==> src/rtl/dasm_consts.svh <==
`ifndef DASM_CONSTS_SVH
`define DASM_CONSTS_SVH
// Timing
`define DASM_CLK_HZ            20000000
`define DASM_HOLD_MS           1000
`define DASM_HOLD_CYCLES       ((`DASM_CLK_HZ / 1000) * `DASM_HOLD_MS)
// Power-on monitor selection
`define DASM_PON_SEL_RESET     12'hfff
`define DASM_PON_SEL_STATUS    12'hfff
`define DASM_SAFETY_ITEM       12'h015
// Stop selection encodings
`define DASM_G2_SAME_AS_G1     2'h1
// Register map (byte addresses, word index in bits [3:2])
`define DASM_REG_CTRL          4'h0
`define DASM_REG_PARAM         4'h4
`define DASM_REG_STATUS        4'h8
`define DASM_REG_DISP          4'hc
// Control register fields
`define DASM_CTRL_RESET_BIT    0
`define DASM_CTRL_FORCE_BIT    1
// Alarm sources (bit positions of alarmCause)
`define DASM_AL_PARAM_CORRUPT  0
`define DASM_AL_MAIN_DETECT    1
`define DASM_AL_PARAM_RANGE    2
`define DASM_AL_ENC_OUT        3
`define DASM_AL_PARAM_COMBO    4
`define DASM_AL_CAPACITY       5
`define DASM_AL_UNSUPPORTED    6
`define DASM_AL_SCALE_PITCH    7
`define DASM_AL_SERVO_ON       8
`define DASM_AL_OVERCURRENT    9
`define DASM_NUM_ALARMS        10
// Alarm code line patterns {a,b,c}
`define DASM_CODE_ALL_HIGH     3'h7
`define DASM_CODE_OVERCURRENT  3'h3
`define DASM_CODE_NONE         3'h0
// Seven-segment bits {g,f,e,d,c,b,a}
`define DASM_SEG_TOP           7'h01
`define DASM_SEG_BOTTOM        7'h08
`define DASM_SEG_BLANK         7'h00
`endif

==> src/rtl/dasm_pkg.sv <==
package dasm_pkg;
  typedef enum logic [1:0] {
    DASM_DISP_STATUS = 2'b00,
    DASM_DISP_ITEM   = 2'b01,
    DASM_DISP_SAFETY = 2'b10
  } dasm_disp_type;
  typedef enum logic [1:0] {
    DASM_STOP_NONE = 2'b00,
    DASM_STOP_G1   = 2'b01,
    DASM_STOP_G2   = 2'b10
  } dasm_stop_type;
endpackage

==> src/rtl/dasm_monitor.sv <==
`timescale 1ns/1ps
`include "dasm_consts.svh"
module dasm_monitor #(
  parameter int HOLD_CYCLES = `DASM_HOLD_CYCLES
) (
  input  wire logic                            mclk,
  input  wire logic                            srst,
  input  wire logic                            avs_read,
  input  wire logic                            avs_write,
  input  wire logic [3:0]                      avs_address,
  input  wire logic [31:0]                     avs_writedata,
  output logic [31:0]                          avs_readdata,
  output logic                                 avs_waitrequest,
  input  wire logic                            dataShiftKey,
  input  wire logic                            safetyBlockInputOne,
  input  wire logic                            safetyBlockInputTwo,
  input  wire logic                            servoOnRequest,
  input  wire logic                            alarmResetRequest,
  input  wire logic                            utilityEnergized,
  input  wire logic [`DASM_NUM_ALARMS-1:0]     alarmCause,
  input  wire logic                            scalePitchDefault,
  output dasm_pkg::dasm_disp_type              displayMode,
  output logic [11:0]                          displayItem,
  output logic [55:0]                          segments,
  output dasm_pkg::dasm_stop_type              stopGroup,
  output logic [1:0]                           stopMethod,
  output logic                                 alarmActive,
  output logic                                 alarmCodeLineA,
  output logic                                 alarmCodeLineB,
  output logic                                 alarmCodeLineC
);
  import dasm_pkg::*;

  localparam int NA = `DASM_NUM_ALARMS;
  localparam logic [NA-1:0] RESETTABLE = (NA'(1) << `DASM_AL_MAIN_DETECT) |
                                         (NA'(1) << `DASM_AL_CAPACITY) |
                                         (NA'(1) << `DASM_AL_SERVO_ON);
  // Parameter and setup alarms share the all-high code pattern
  localparam logic [NA-1:0] ALL_HIGH_SET = (NA'(1) << `DASM_AL_PARAM_CORRUPT) |
                                           (NA'(1) << `DASM_AL_MAIN_DETECT) |
                                           (NA'(1) << `DASM_AL_PARAM_RANGE) |
                                           (NA'(1) << `DASM_AL_ENC_OUT) |
                                           (NA'(1) << `DASM_AL_PARAM_COMBO) |
                                           (NA'(1) << `DASM_AL_CAPACITY) |
                                           (NA'(1) << `DASM_AL_UNSUPPORTED) |
                                           (NA'(1) << `DASM_AL_SCALE_PITCH) |
                                           (NA'(1) << `DASM_AL_SERVO_ON);

  // Three-stage synchronisers for pin inputs
  logic [2:0] keySync;
  logic [2:0] hb1Sync;
  logic [2:0] hb2Sync;
  logic [2:0] sonSync;
  logic [2:0] rstSync;
  logic [2:0] utilSync;
  logic       keyLevel;
  logic       hb1Level;
  logic       hb2Level;
  logic       sonLevel;
  logic       rstLevel;
  logic       utilLevel;
  logic       sonPrev;
  logic       rstPrev;

  always_ff @(posedge mclk) begin
    if (srst) begin
      keySync  <= 3'h0;
      hb1Sync  <= 3'h0;
      hb2Sync  <= 3'h0;
      sonSync  <= 3'h0;
      rstSync  <= 3'h0;
      utilSync <= 3'h0;
    end else begin
      keySync  <= {keySync[1:0], dataShiftKey};
      hb1Sync  <= {hb1Sync[1:0], safetyBlockInputOne};
      hb2Sync  <= {hb2Sync[1:0], safetyBlockInputTwo};
      sonSync  <= {sonSync[1:0], servoOnRequest};
      rstSync  <= {rstSync[1:0], alarmResetRequest};
      utilSync <= {utilSync[1:0], utilityEnergized};
    end
  end

  // A change counts once stages two and three agree
  always_ff @(posedge mclk) begin
    if (srst) begin
      keyLevel  <= 1'b0;
      hb1Level  <= 1'b0;
      hb2Level  <= 1'b0;
      sonLevel  <= 1'b0;
      rstLevel  <= 1'b0;
      utilLevel <= 1'b0;
    end else begin
      if (keySync[1] == keySync[2]) keyLevel <= keySync[2];
      if (hb1Sync[1] == hb1Sync[2]) hb1Level <= hb1Sync[2];
      if (hb2Sync[1] == hb2Sync[2]) hb2Level <= hb2Sync[2];
      if (sonSync[1] == sonSync[2]) sonLevel <= sonSync[2];
      if (rstSync[1] == rstSync[2]) rstLevel <= rstSync[2];
      if (utilSync[1] == utilSync[2]) utilLevel <= utilSync[2];
    end
  end

  always_ff @(posedge mclk) begin
    if (srst) begin
      sonPrev <= 1'b0;
      rstPrev <= 1'b0;
    end else begin
      sonPrev <= sonLevel;
      rstPrev <= rstLevel;
    end
  end

  wire logic servoOnEdge = sonLevel & ~sonPrev;
  wire logic resetEdge   = rstLevel & ~rstPrev;

  // Registers
  logic        swReset;
  logic        forceControl;
  logic [11:0] powerOnSelect;
  logic [1:0]  groupOneStopSelect;
  logic [1:0]  groupTwoStopSelect;
  logic [1:0]  groupTwoMethod;
  logic        rdValid;

  // Panel display state
  logic [31:0] holdCount;
  logic        keyHandled;
  logic        ponApplied;

  // Alarms
  logic [NA-1:0] alarmLatched;
  logic [NA-1:0] alarmCauseAll;

  function automatic logic [2:0] alarm_code(input logic [NA-1:0] al);
    logic [2:0] code;
    code = `DASM_CODE_NONE;
    if (al[`DASM_AL_OVERCURRENT]) code = `DASM_CODE_OVERCURRENT;
    if (|(al & ALL_HIGH_SET)) code = `DASM_CODE_ALL_HIGH;
    return code;
  endfunction

  function automatic logic [6:0] seg_for(input logic on);
    return on ? `DASM_SEG_TOP : `DASM_SEG_BOTTOM;
  endfunction

  // Reads take one wait state so readdata stands when waitrequest drops
  always_ff @(posedge mclk) begin
    if (srst) begin
      rdValid <= 1'b0;
    end else begin
      rdValid <= avs_read && !rdValid;
    end
  end

  assign avs_waitrequest = avs_read && !rdValid;

  always_ff @(posedge mclk) begin
    if (srst) begin
      forceControl       <= 1'b0;
      powerOnSelect      <= `DASM_PON_SEL_RESET;
      groupOneStopSelect <= 2'h0;
      groupTwoStopSelect <= 2'h0;
    end else if (avs_write) begin
      case (avs_address)
        `DASM_REG_CTRL: begin
          forceControl <= avs_writedata[`DASM_CTRL_FORCE_BIT];
        end
        `DASM_REG_PARAM: begin
          powerOnSelect      <= avs_writedata[11:0];
          groupOneStopSelect <= avs_writedata[17:16];
          groupTwoStopSelect <= avs_writedata[21:20];
        end
        default: begin
        end
      endcase
    end
  end

  // Software alarm reset pulse
  always_ff @(posedge mclk) begin
    if (srst) begin
      swReset <= 1'b0;
    end else begin
      swReset <= avs_write && avs_address == `DASM_REG_CTRL && avs_writedata[`DASM_CTRL_RESET_BIT];
    end
  end

  always_ff @(posedge mclk) begin
    if (srst) begin
      avs_readdata <= 32'h0;
    end else if (avs_read && !rdValid) begin
      case (avs_address)
        `DASM_REG_CTRL:   avs_readdata <= {30'h0, forceControl, 1'b0};
        `DASM_REG_PARAM:  avs_readdata <= {10'h0, groupTwoStopSelect, 2'h0, groupOneStopSelect, 4'h0, powerOnSelect};
        `DASM_REG_STATUS: avs_readdata <= {8'h0, groupTwoMethod, displayMode, stopGroup, alarmActive,
                                           alarmCodeLineA, alarmCodeLineB, alarmCodeLineC, 4'h0, alarmLatched};
        `DASM_REG_DISP:   avs_readdata <= {18'h0, hb2Level, hb1Level, displayItem};
        default:          avs_readdata <= 32'h0;
      endcase
    end
  end

  // Key hold timer: one second press toggles safety monitor
  always_ff @(posedge mclk) begin
    if (srst) begin
      holdCount  <= 32'h0;
      keyHandled <= 1'b0;
    end else if (!keyLevel) begin
      holdCount  <= 32'h0;
      keyHandled <= 1'b0;
    end else if (!keyHandled) begin
      if (holdCount >= 32'(HOLD_CYCLES - 1)) begin
        keyHandled <= 1'b1;
      end else begin
        holdCount <= holdCount + 32'h1;
      end
    end
  end

  wire logic keyLongPress = keyLevel && !keyHandled && holdCount >= 32'(HOLD_CYCLES - 1);

  // Display mode
  always_ff @(posedge mclk) begin
    if (srst) begin
      displayMode <= DASM_DISP_STATUS;
      displayItem <= 12'h0;
      ponApplied  <= 1'b0;
    end else if (!ponApplied) begin
      ponApplied  <= 1'b1;
      displayItem <= powerOnSelect;
      if (powerOnSelect == `DASM_PON_SEL_STATUS) begin
        displayMode <= DASM_DISP_STATUS;
      end else if (powerOnSelect == `DASM_SAFETY_ITEM) begin
        displayMode <= DASM_DISP_SAFETY;
      end else begin
        displayMode <= DASM_DISP_ITEM;
      end
    end else if (avs_write && avs_address == `DASM_REG_DISP) begin
      displayItem <= avs_writedata[11:0];
      displayMode <= DASM_DISP_ITEM;
    end else if (avs_write && avs_address == `DASM_REG_PARAM) begin
      // A new power-on selection takes effect without a restart
      ponApplied <= 1'b0;
    end else if (keyLongPress) begin
      case (displayMode)
        DASM_DISP_SAFETY: displayMode <= DASM_DISP_ITEM;
        DASM_DISP_ITEM: begin
          if (displayItem == `DASM_SAFETY_ITEM) displayMode <= DASM_DISP_SAFETY;
        end
        default: displayMode <= displayMode;
      endcase
    end
  end

  // Segment drive: digit 1 is segments[6:0]
  always_ff @(posedge mclk) begin
    if (srst) begin
      segments <= 56'h0;
    end else if (displayMode == DASM_DISP_SAFETY) begin
      segments <= {42'h0, seg_for(hb2Level), seg_for(hb1Level)};
    end else begin
      segments <= 56'h0;
    end
  end

  // Alarm latching
  always_comb begin
    alarmCauseAll = alarmCause;
    alarmCauseAll[`DASM_AL_SCALE_PITCH] = alarmCause[`DASM_AL_SCALE_PITCH] | scalePitchDefault;
    alarmCauseAll[`DASM_AL_SERVO_ON] = alarmCause[`DASM_AL_SERVO_ON] | (servoOnEdge & utilLevel);
  end

  always_ff @(posedge mclk) begin
    if (srst) begin
      alarmLatched <= '0;
    end else begin
      for (int i = 0; i < NA; i++) begin
        if (alarmCauseAll[i]) begin
          alarmLatched[i] <= 1'b1; // Set wins over reset
        end else if ((resetEdge || swReset) && RESETTABLE[i]) begin
          alarmLatched[i] <= 1'b0;
        end
      end
    end
  end

  // Code lines hold the latched code while the alarm stands
  always_ff @(posedge mclk) begin
    if (srst) begin
      {alarmCodeLineA, alarmCodeLineB, alarmCodeLineC} <= `DASM_CODE_NONE;
      alarmActive <= 1'b0;
    end else begin
      {alarmCodeLineA, alarmCodeLineB, alarmCodeLineC} <= alarm_code(alarmLatched);
      alarmActive <= |alarmLatched;
    end
  end

  // All listed alarms belong to group one
  always_ff @(posedge mclk) begin
    if (srst) begin
      stopGroup  <= DASM_STOP_NONE;
      stopMethod <= 2'h0;
    end else if (|alarmLatched) begin
      stopGroup  <= DASM_STOP_G1;
      stopMethod <= groupOneStopSelect;
    end else begin
      stopGroup  <= DASM_STOP_NONE;
      stopMethod <= 2'h0;
    end
  end

  // Group-two stop resolution, reported in the status word
  always_comb begin
    if (forceControl || groupTwoStopSelect == `DASM_G2_SAME_AS_G1) begin
      groupTwoMethod = groupOneStopSelect;
    end else begin
      groupTwoMethod = groupTwoStopSelect;
    end
  end
endmodule // dasm_monitor

==> config.mk <==
export PLATFORM = sky130hd
export DESIGN_NAME = dasm_monitor
export DESIGN_NICKNAME = d
export VERILOG_FILES = /design/src/rtl/dasm_pkg.sv /design/src/rtl/dasm_monitor.sv
export VERILOG_INCLUDE_DIRS = /design/src /design/src/rtl
export SDC_FILE = /design/constraint.sdc
export NUM_CORES = 1
export LEC_CHECK = 0
export BUFFER_PORTS_ARGS = -buffer_cell sky130_fd_sc_hd__buf_2
export CAP_MARGIN = 25
export CORE_UTILIZATION = 25
export CTS_CLUSTER_SIZE = 16
export DETAILED_ROUTE_END_ITERATION = 8
export PLACE_DENSITY = 0.52
export SETUP_SLACK_MARGIN = 0.1
export SLEW_MARGIN = 0
export SYNTH_ARGS = -nofsm -noshare
export SYNTH_HDL_FRONTEND = slang
export SYNTH_SLANG_ARGS = --single-unit
==> constraint.sdc <==
create_clock -name mclk -period 2.1 [get_ports mclk]
set_input_delay 0.315 -clock mclk [delete_from_list [all_inputs] [get_ports mclk]]
set_output_delay 0.315 -clock mclk [all_outputs]
set_load 0.01 [all_outputs]
-- Word-level counts from Yosys, hierarchy flattened
Cells that the tools add are included.
- flip-flop bits (word level): 199
- input bits: 57
- output and inout port bits: 111
- logic and storage cells: 128
- $add $sub $neg: 1
- order comparisons: 1
- equal/unequal tests: 20
- multiplexer cells: 26
- bitwise logic cells: 12
- reduce and logical (&&, ||, !) cells: 24
- operators by type and width (kind ; number):
    $pmux W24 S4 ; 1
    $add A32 B1 Y32 const B ; 1
    $ge A32 B25 Y1 const B ; 1
    $eq A12 B5 Y1 const B ; 2
    $mux W12 ; 2
    $mux W2 ; 9
    $eq A12 B12 Y1 const B ; 1
    $mux W1 ; 10
    $reduce_or A10 Y1 ; 1
    $reduce_or A9 Y1 ; 1
    $eq A4 B4 Y1 const B ; 2
    $mux W4 ; 2
    $logic_and A1 B1 Y1 ; 7
    $not A1 Y1 ; 7
    $eq A1 B1 Y1 ; 6
    $reduce_and A2 Y1 ; 3
    $reduce_bool A2 Y1 ; 3
    $reduce_or A2 Y1 ; 3
    $eq A2 B1 Y1 const B ; 2
    $eq A4 B3 Y1 const B ; 1
    $logic_not A4 Y1 ; 1
    $ne A4 B1 Y1 const B ; 1
    $ne A4 B4 Y1 const B ; 1
    $pmux W2 S2 ; 1
    other kinds (10) ; 15

-- Longest topological paths before layout
Gate-level depths: netlist of run 1.
- word-level depth: 7
- mapped depth: 8
- mapped depth without buffers: 7

-- Least setup slack after synthesis of run 1
OpenSTA, ideal clock, no wires.
- path kind: register to register
- start: register holdCount[17]
- end: register holdCount[16]
- setup time: 0.059 ns
- arrival: 2.069 ns
- required time: 2.041 ns
- setup slack: -0.028 ns
- stages on the path, launching flop included: 8
- path buffers: 1
- clock period less this slack: 2.128 ns
- cell sequence: dfxtp_1 or3_1 a311o_1 a21oi_4 nand4_1 buf_2 or4_1 nand2_1
- longest elaborated chain between the ends: 3
- RTL lines (what ; line ; RTL):
    start, declared ; dasm_monitor.sv:125 ; logic [31:0] holdCount;
    start signal, assigned ; dasm_monitor.sv:214 ; holdCount <= holdCount + 32'h1;
    $ge A32 B25 Y1 ; dasm_monitor.sv:211 ; if (holdCount >= 32'(HOLD_CYCLES - 1)) begin
    $not A1 Y1 (no line) ; - ;
    $reduce_and A2 Y1 (no line) ; - ;
No other way between the ends.
A chain may end at the register's enable or synchronous reset.

-- Worst setup path after layout of run 1
- start: register holdCount[19]
- end: register displayMode[0]
- longest elaborated chain between the ends: 4
- RTL lines (what ; line ; RTL):
    $ge A32 B25 Y1 ; dasm_monitor.sv:219 ; wire logic keyLongPress = keyLevel && !keyHandled && holdCount >= 32'(HOLD_CYCLES - 1);
    $logic_and A1 B1 Y1 ; dasm_monitor.sv:219 ;
    $ne A3 B1 Y1 (no line) ; - ;
    $reduce_and A4 Y1 (no line) ; - ;
    end signal, assigned ; dasm_monitor.sv:249 ; default: displayMode <= displayMode;
    end, declared ; dasm_monitor.sv:22 ; output dasm_pkg::dasm_disp_type displayMode,
No other way between the ends.

==> results.txt, run 1 <==
The flow ran to the end, and the final reports show no timing, DRC or antenna violations. The detailed placer's ending HPWL is about 11000 um. The setup path with the least slack is of type flop to flop. The count of pins over their slew limit came out at 0.

The synthesis-stage register bit count is between 100 and 150. The synthesis-to-finish area growth is 27.4%. The vertical extent of the die is between 150 and 200 um. The clock tree skew after final layout came out at 0.00733 ns. The leakage power summed over all cells came out at 0.00314 uW. The compound-gate portion of the synthesized area came to 0.133.

The repair_antennas step left the layout with diodes totalling 0. The maximum number of pins on one net before global-route repair is 54. The warning count from the yosys run came out at 0. The routed wirelength normalized by instance count came out at 14.3 um. The DRC violation count after routing is 0. The number of instances in the synthesized netlist is 672. The largest voltage drop on the vdd net came out at 0.581 mV. The total non-filler cell area in the finished layout came out at 7400 sq um. The number of CTS-inserted buffers came out at 17. The TritonCTS clock tree is yes. For the worst setup path, the data arrival time is 2.41 ns.

The number of endpoints failing setup at the final stage came out at 0. The floorplan step defined a die boundary enclosing around 24000 sq um. The main combinational cell family by area after synthesis is simple AND/OR/NAND/NOR gates.

The initial antenna violation count is 0. Based on the critical path, the design can be clocked at up to approximately 480 MHz. Of the post-synthesis cell area, the dominant cell type holds 0.462.

Of the cells placed in the final design, the portion with a size suffix greater than 1 is 0.250. The count of cells in the finished layout, fillers not included, comes to 1090. The final antenna-violating net count came out at 0. The total power after layout came out at 6460 uW. The H-tree was split into 4 levels. The average vias per placed instance is about 4.5. The xor-xnor portion of the synthesized cell area is 0.0166.

The nature of the critical path startpoint is a flop. The number of endpoints with negative hold slack in the final report is 0. Setup repair after global routing could not meet its margin everywhere.

The final-layout fill cell count came out at 2404. The buffer depth of the longest clock path came out at 2. In this run the tool buffered the top-level ports with between 80 and 90 buffer cells. In this run the tightest slew margin relative to its limit is 0.631. The placement row count is 55. The number of enable flip-flop cells after synthesis came out at 0. The area share of fa/ha/maj cells after synthesis came out at 0.00646.

After synthesis, the cell types taking the most area are sky130_fd_sc_hd__dfxtp_1 46%, sky130_fd_sc_hd__buf_4 8.4%, sky130_fd_sc_hd__nor2_1 5.0%. The first detailed-routing pass took 4 iterations. The worst setup path is captured at a flop. The clock latency of the later-clocked register in the worst-skew pair came out at 0.42 ns.

The routed layout has ~4900 vias. Measured against the total synthesized area, the mux share comes to 0.0282. For this design the ratio of total power to cell area is 874 nW/um^2. From left edge to right edge, the die measures 154 um. The worst hold-check slack is 0.0880 ns. The number of global-route vias before repair is 4479. In this run, the number of DRC markers left after iteration 0 of detailed routing was 297. The count of clock tree sinks is 134. The cell area after placement is 6570 sq um. In the finished design, the share of the clock period the worst path needs comes to 0.990.

The netlist area before placement is 5810 sq um. The number of max-cap violations came out at 0. The global placement routability congestion came out at 0.798.

The total I/O pin count came out at roughly 170. The synthesized netlist contains 50 unique library cells. The largest fanout of any net on the critical path is 4.

The starting density of the core is 0.256. The commonest non-fill, non-tap cell in the layout is sky130_fd_sc_hd__dfxtp_1. The overall overflow remaining after global route came out at 0. The pin slew with the least headroom to its limit is 0.550 ns. For this run, the leading register cell type out of synthesis is sky130_fd_sc_hd__dfxtp_1. The core footprint is 22700 sq um. The cell count after placement came out at 1053.

The required arrival time at the worst endpoint is 2.43 ns. The clock slew seen by the registers of the worst setup and hold paths came out at ~0.060 ns. The net total in the final layout is 852.

CTS placed an instance of sky130_fd_sc_hd__clkbuf_16 at the clock tree root. The total track usage is 0.136. Each instance of the synthesized netlist takes up on average a little under 9 sq um. The first global-routing pass estimated 25000 um of wire. The largest total area in the synthesized netlist belongs to sky130_fd_sc_hd__dfxtp_1. Of the total synthesized cell area, the portion taken by AND, OR, NAND and NOR gates is 0.235. The shortest period the worst path allows came out at 2.08 ns.

In the layout the commonest cells are 133 x sky130_fd_sc_hd__dfxtp_1, 89 x sky130_fd_sc_hd__buf_2, 78 x sky130_fd_sc_hd__nor2_1. The tightest min-delay check is of the primary input to flop type. Of all flip-flops after synthesis, the portion carrying an async set or reset was 0. The final core area utilization is 0.326. The proportion of synthesized chip area in sequential cells is 0.462. The post-detailed-routing wire length came out at 15600 um.
[metrics by stage]
step | setup WS (ns) | setup TNS [ns]
floorplan | 0.100 | 0
global placement | -0.0195 | -0.0325
detailed placement | -0.0479 | -0.0770
CTS | 0.0138 | 0
global route | -0.0481 | -0.168
finish | 0.0219 | 0
[repair_timing]
action | in CTS | in global routing
gates cloned | 0 | 0
gates resized for setup | 5 | 21
buffers inserted | 1 | 4
pin swaps | 4 | 15
endpoints found under the setup margin | 11 | 24
hold buffers | 0 | 0
[cell families after synthesis]
group	after synthesis
muxes	16
other	1
adders and majority gates	3
DFF	134
xor gates and xnor gates	11
and+or+nand+nor	280
buffers and inverters	114
AOI/OAI and AO/OA	113
[cells in the mapped netlist (all sizes together) (2+ instances only)]
cell type / number
dfxtp: 134
nor2: 78
nand2: 72
buf: 70
nand3: 35
a21oi: 30
clkbuf: 30
nor2b: 25
a22o: 18
o21ai: 17
a211oi: 14
a22oi: 14
inv: 14
mux2i: 13
nand4: 13
and2: 11
xor2: 10
nor3: 9
or4: 9
nor4: 8
o211ai: 5
or3: 5
nor3b: 4
and3: 3
ha: 3
mux2: 3
nand2b: 3
o31ai: 3
a32oi: 2
o41ai: 2
[layer usage]
layer	GRT usage	share of wire	vias to the layer above
met1	0.185	0.49	2253
met2	0.206	0.45	132
met3	0.0403	0.048	18
met5	0	0	-
li1	-	-	2449
met4	0.0396	0.011	0
[final timing paths]
path / cells after the start / end / slack, ns / startpoint
worst max register to register: 8 / displayMode[0]$_SDFFE_PP0P_ / 0.02 / holdCount[19]$_SDFFE_PP0P_
worst min-delay path: 3 / alarmLatched[0]$_SDFFE_PP0P_ / 0.09 / alarmCause[0]
worst max-delay path: 8 / displayMode[0]$_SDFFE_PP0P_ / 0.02 / holdCount[19]$_SDFFE_PP0P_
worst min register to register: 1 / keySync[1]$_SDFF_PP0_ / 0.44 / keySync[0]$_SDFF_PP0_
[registers in the layout, indices dropped and copies added, names as in the netlist, 2 cells and up]
register	cells
hb2Sync	3
stopMethod	2
hb1Sync	3
powerOnSelect	12
utilSync	3
groupTwoStopSelect	2
alarmLatched	10
rstSync	3
avs_readdata	22
groupOneStopSelect	2
sonSync	3
keySync	3
displayItem	12
segments	4
holdCount	32
displayMode	2
[area by class of cell]
class	count	area, sq um	area share
clock buffer	17	425	0.0575
clock inverter	15	244	0.0330
inverter	14	52.6	0.00710
multi-input combinational	485	2790	0.377
sequential	134	2680	0.363
tap	285	357	0.0482
timing repair buffer	140	847	0.114
[report_power, final]
group	switching [uW]	total (uW)	internal [uW]
Sequential	54.4	2660	2610
Combinational	270	428	158
Clock	1230	3370	2140
[worst max-delay path: stages (launching register included)]
cell                       delay (ns)
sky130_fd_sc_hd__dfxtp_2         0.32
sky130_fd_sc_hd__or3_4           0.39
sky130_fd_sc_hd__a311o_1         0.31
sky130_fd_sc_hd__a21oi_4         0.14
sky130_fd_sc_hd__buf_6           0.14
sky130_fd_sc_hd__a221oi_2        0.07
sky130_fd_sc_hd__buf_4           0.15
sky130_fd_sc_hd__or4_4           0.41
sky130_fd_sc_hd__o41ai_2         0.06
(Power assumes the default switching activity.)
==> inputs of run 2 (changes only) <==
--- a/config.mk
+++ b/config.mk
@@ -6,6 +6,7 @@
 export SDC_FILE = /design/constraint.sdc
 export NUM_CORES = 1
 export LEC_CHECK = 0
+export ABC_AREA = 1
 export BUFFER_PORTS_ARGS = -buffer_cell sky130_fd_sc_hd__buf_2
 export CAP_MARGIN = 25
 export CORE_UTILIZATION = 25
==> results.txt, run 2 <==
The total number of vias came to 5347 (+10%). The starting density of the core came out at 0.255 (-0.000934). The synthesis-to-finish area growth came out at 19.0%. Yosys instantiated no cell more often than sky130_fd_sc_hd__nand2_1. The total negative slack is 0 ns (unchanged). The leakage power summed over all cells is 0.00317 uW (+1.1%). The setup slack at placement is 0.165 ns (+0.213 ns). The number of levels the H-tree was split into is 4 (unchanged). The number of instances in the synthesized netlist was 853 (+27%). The distinct cell type count after synthesis is 38 (-24%).

Counting stages on the worst path, the most repeated cell is sky130_fd_sc_hd__nand2_1. The worst hold path belongs to the class primary input to flop. The count of pins over their slew limit is 0 (unchanged).

The largest fanout of any net on the critical path came out at 10 (+6). The maximum frequency from static timing analysis is 546 MHz (+14%). The x dimension of the die came out at 159 um (+3.3%). The net total in the final layout was 1005 (+18%). The average vias per placed instance came out at 4.17 (-6.3%).

The required arrival time at the worst endpoint is 2.41 ns (-0.02 ns). The fraction of synthesized area in multiplexers is 0 (-0.0282). The area share of fa/ha/maj cells after synthesis was 0.00606 (-0.000406). The clock slew seen by the registers of the worst setup and hold paths is 0.06 ns (about the same). The total track usage came out at 0.131 (-0.00519). The clock tree skew after final layout came out at 0.0131 ns (+0.00573 ns). The total setup buffers inserted after CTS was 0 (-1). The async set or reset register ratio after synthesis came to 0 (unchanged).

The warning count from the yosys run came out at 0 (unchanged). By area, the combinational part of the netlist is dominated by simple AND/OR/NAND/NOR gates. The total I/O pin count is 168 (unchanged). The largest voltage drop on the vdd net is 0.545 mV (-6.1%). The top cell types in the final layout, fill and taps aside, are 197 x sky130_fd_sc_hd__nand2_1, 134 x sky130_fd_sc_hd__dfxtp_1, 98 x sky130_fd_sc_hd__inv_1, 98 x sky130_fd_sc_hd__nor2_1, 89 x sky130_fd_sc_hd__buf_2.

The flip-flop count of the largest register, all copies and words added came to 32 (unchanged). The compound-gate portion of the synthesized area is 0.128 (-0.00555). The initial DRC count came to 300 (+1.0%).

The initial antenna violation count is 0 (unchanged). The number of enable flip-flop cells after synthesis is 0 (unchanged). The count of clock tree sinks came out at 134 (unchanged). The total inserted antenna cells is 0 (unchanged). The fraction of layout instances using a drive strength above 1 is 0.164 (-0.0858). The worst path setup slack after routing came out at 0.269 ns (+0.247 ns).

The first-pass GRT wire length is 26100 um (+4.4%). Grouping stages by cell kind, the critical path spends the most delay in simple AND/OR/NAND/NOR gates. The number of CTS-inserted buffers came out at 17 (unchanged).

The final antenna-violating net count came out at 0 (unchanged). The number of endpoints with negative hold slack in the final report is 0 (unchanged). The number of buffer and inverter stages on the critical path is 1 (-1). By area the synthesized netlist is led by sky130_fd_sc_hd__dfxtp_1 43%, sky130_fd_sc_hd__nand2_1 12%, sky130_fd_sc_hd__buf_4 8.0%.

The cell sitting at the root of the clock tree is a sky130_fd_sc_hd__clkbuf_16. The headroom to the max-slew limit is 0.604 (-0.0266). The overall overflow remaining after global route came out at 0 (unchanged). The routed wirelength normalized by instance count is 12.4 um (-13%). The maximum number of pins on one net before global-route repair is 57 (+5.6%).

The area of the die is 25400 sq um (+6.6%). The most used flip-flop cell after synthesis is sky130_fd_sc_hd__dfxtp_1. The detailed placer's ending HPWL came out at 11500 um (-0.26%). The number of buffers inserted for hold repair after clock tree synthesis came out at 0 (unchanged).

The run finished with clean final reports. The number of max-cap violations is 0 (unchanged). The placement row count came out at 57 (+3.6%). The most area-hungry cell type in the Yosys netlist is sky130_fd_sc_hd__dfxtp_1. The number of global-route vias before repair is 4865 (+8.6%). The share of the synthesized area in the top cell type came out at 0.433 (-0.0290). The count of buffers from port buffering came to 89 (unchanged). The power density over cell area came out at 826 nW/um^2 (-5.5%). Leaving out fill and tap cells, the most frequent cell in the layout is sky130_fd_sc_hd__nand2_1. The clock latency of the later-clocked register in the worst-skew pair is 0.42 ns (about the same). The slowest stage of the critical path belongs to the cell sky130_fd_sc_hd__dfxtp_1. The signal on the critical path passes through ha_2, nand3_2, nor2_4, nand2_1, nand2_1, nand2_2, nand2_4, nor2_8, buf_4, o21ai_0, a21oi_1. The core footprint came out at 24300 sq um (+7.1%).

The proportion of synthesized chip area in sequential cells is 0.433 (-0.0290). The DRC violation count after routing was 0 (unchanged). The mean post-synth cell area came out at 7.27 sq um (-16%). The xor-xnor portion of the synthesized cell area is 0.0254 (+0.00885). The share of synthesized cell area in and, or, nand and nor gates is 0.241 (+0.00562). The pin slew with the least headroom to its limit came out at 0.593 ns (+0.0429 ns). The worst hold-check slack came out at 0.0875 ns (-0.000463 ns). The shortest period the worst path allows came out at 1.83 ns (-0.247 ns). STA classifies the critical path endpoint as a flop. The buffer depth of the longest clock path is 2 (unchanged). The nature of the critical path startpoint is a flop. The post-detailed-routing wire length is 15900 um (+2.1%). The number of endpoints failing setup at the final stage was 0 (unchanged). The netlist area before placement is 6200 sq um (+6.7%). Setup repair after global routing could not meet its margin everywhere. The endpoint arrival time on the critical path is 2.14 ns (-0.27 ns). The global placement routability congestion is 0.807 (+1.1%). holdCount holds more flip-flops than any other register.

By count the netlist is led by 197 x sky130_fd_sc_hd__nand2_1, 134 x sky130_fd_sc_hd__dfxtp_1, 98 x sky130_fd_sc_hd__inv_1, 98 x sky130_fd_sc_hd__nor2_1, 68 x sky130_fd_sc_hd__a21oi_1. The first-pass iteration count of the detailed router is 5 (+1). The synthesis-stage register bit count is 134 (unchanged). TritonCTS built the clock tree. The setup path with the least slack is of type flop to flop. The vertical extent of the die came out at 159 um (+3.3%). The post-route fraction of the period consumed by the critical path is 0.872 (-0.118). The largest registers in the layout are holdCount (32), avs_readdata (22). The critical path's largest stage delay is 0.37 ns (-0.04 ns).
run 2: path summary, 6_finish.rpt:
| path | startpoint | depth (start not counted) | slack (ns) | endpoint |
|---|---|---|---|---|
| worst max register to register | holdCount[1]$_SDFFE_PP0P_ | 11 | 0.27 | holdCount[8]$_SDFFE_PP0P_ |
| worst max-delay path | holdCount[1]$_SDFFE_PP0P_ | 11 | 0.27 | holdCount[8]$_SDFFE_PP0P_ |
| worst min register to register | hb2Sync[0]$_SDFF_PP0_ | 2 | 0.40 | hb2Sync[1]$_SDFF_PP0_ |
| worst min-delay path | servoOnRequest | 3 | 0.09 | sonSync[0]$_SDFF_PP0_ |
run 2: logic make-up (layout without fill, tap and decap cells):
logic type,count (synthesis),after routing
XOR/XNOR,18,18
other,1,62
flip-flops,134,134
AO/OA/AOI/OAI,140,140
AND/OR/NAND/NOR,357,357
buffers and inverters,200,244
adder cells (fa/ha/maj),3,3
run 2: final cells by class:
class | count | area [sq um]
fill | 2706 | 16900
multi-input combinational | 580 | 2720
sequential | 134 | 2680
timing repair buffer | 105 | 573
clock buffer | 19 | 443
inverter | 107 | 409
tap | 324 | 405
clock inverter | 13 | 144
run 2: stage by stage:
| stage | instances | area [sq um] | total power, uW | util |
|---|---|---|---|---|
| after floorplan | 914 | 6430 | 3060 | - |
| after global placement | 1249 | 6770 | 3150 | 0.278 |
| after detailed placement | 1249 | 6770 | 3150 | 0.278 |
| after CTS | 1281 | 7350 | 6160 | 0.302 |
| after global routing | 1282 | 7380 | 6330 | 0.303 |
| final | 1282 | 7380 | 6090 | 0.303 |
run 2: tightest hold or removal path: cells and delay by family:
family | cells | cell delay (ns)
buf+inv | 2 | 0.10
simple gates | 1 | 0.06
run 2: timing repair:
action | CTS | global route
hold endpoints to repair | 0 | 0
setup endpoints to repair | 0 | 24
resized for setup | 0 | 3
run 2: where the power goes:
group / switching [uW] / internal, uW / leakage, uW / total [uW]
Clock: 1200 / 1790 / 0.000289 / 3000
Combinational: 285 / 135 / 0.00179 / 421
Sequential: 56.6 / 2620 / 0.00109 / 2680
Total: 1540 / 4550 / 0.00317 / 6090
run 2: routing by layer:
layer | global-route usage | vias up | share of wire
li1 | - | 2770 | -
met1 | 0.177 | 2415 | 0.50
met2 | 0.201 | 147 | 0.44
met3 | 0.0300 | 15 | 0.043
met4 | 0.0468 | 0 | 0.015
met5 | 0 | - | 0
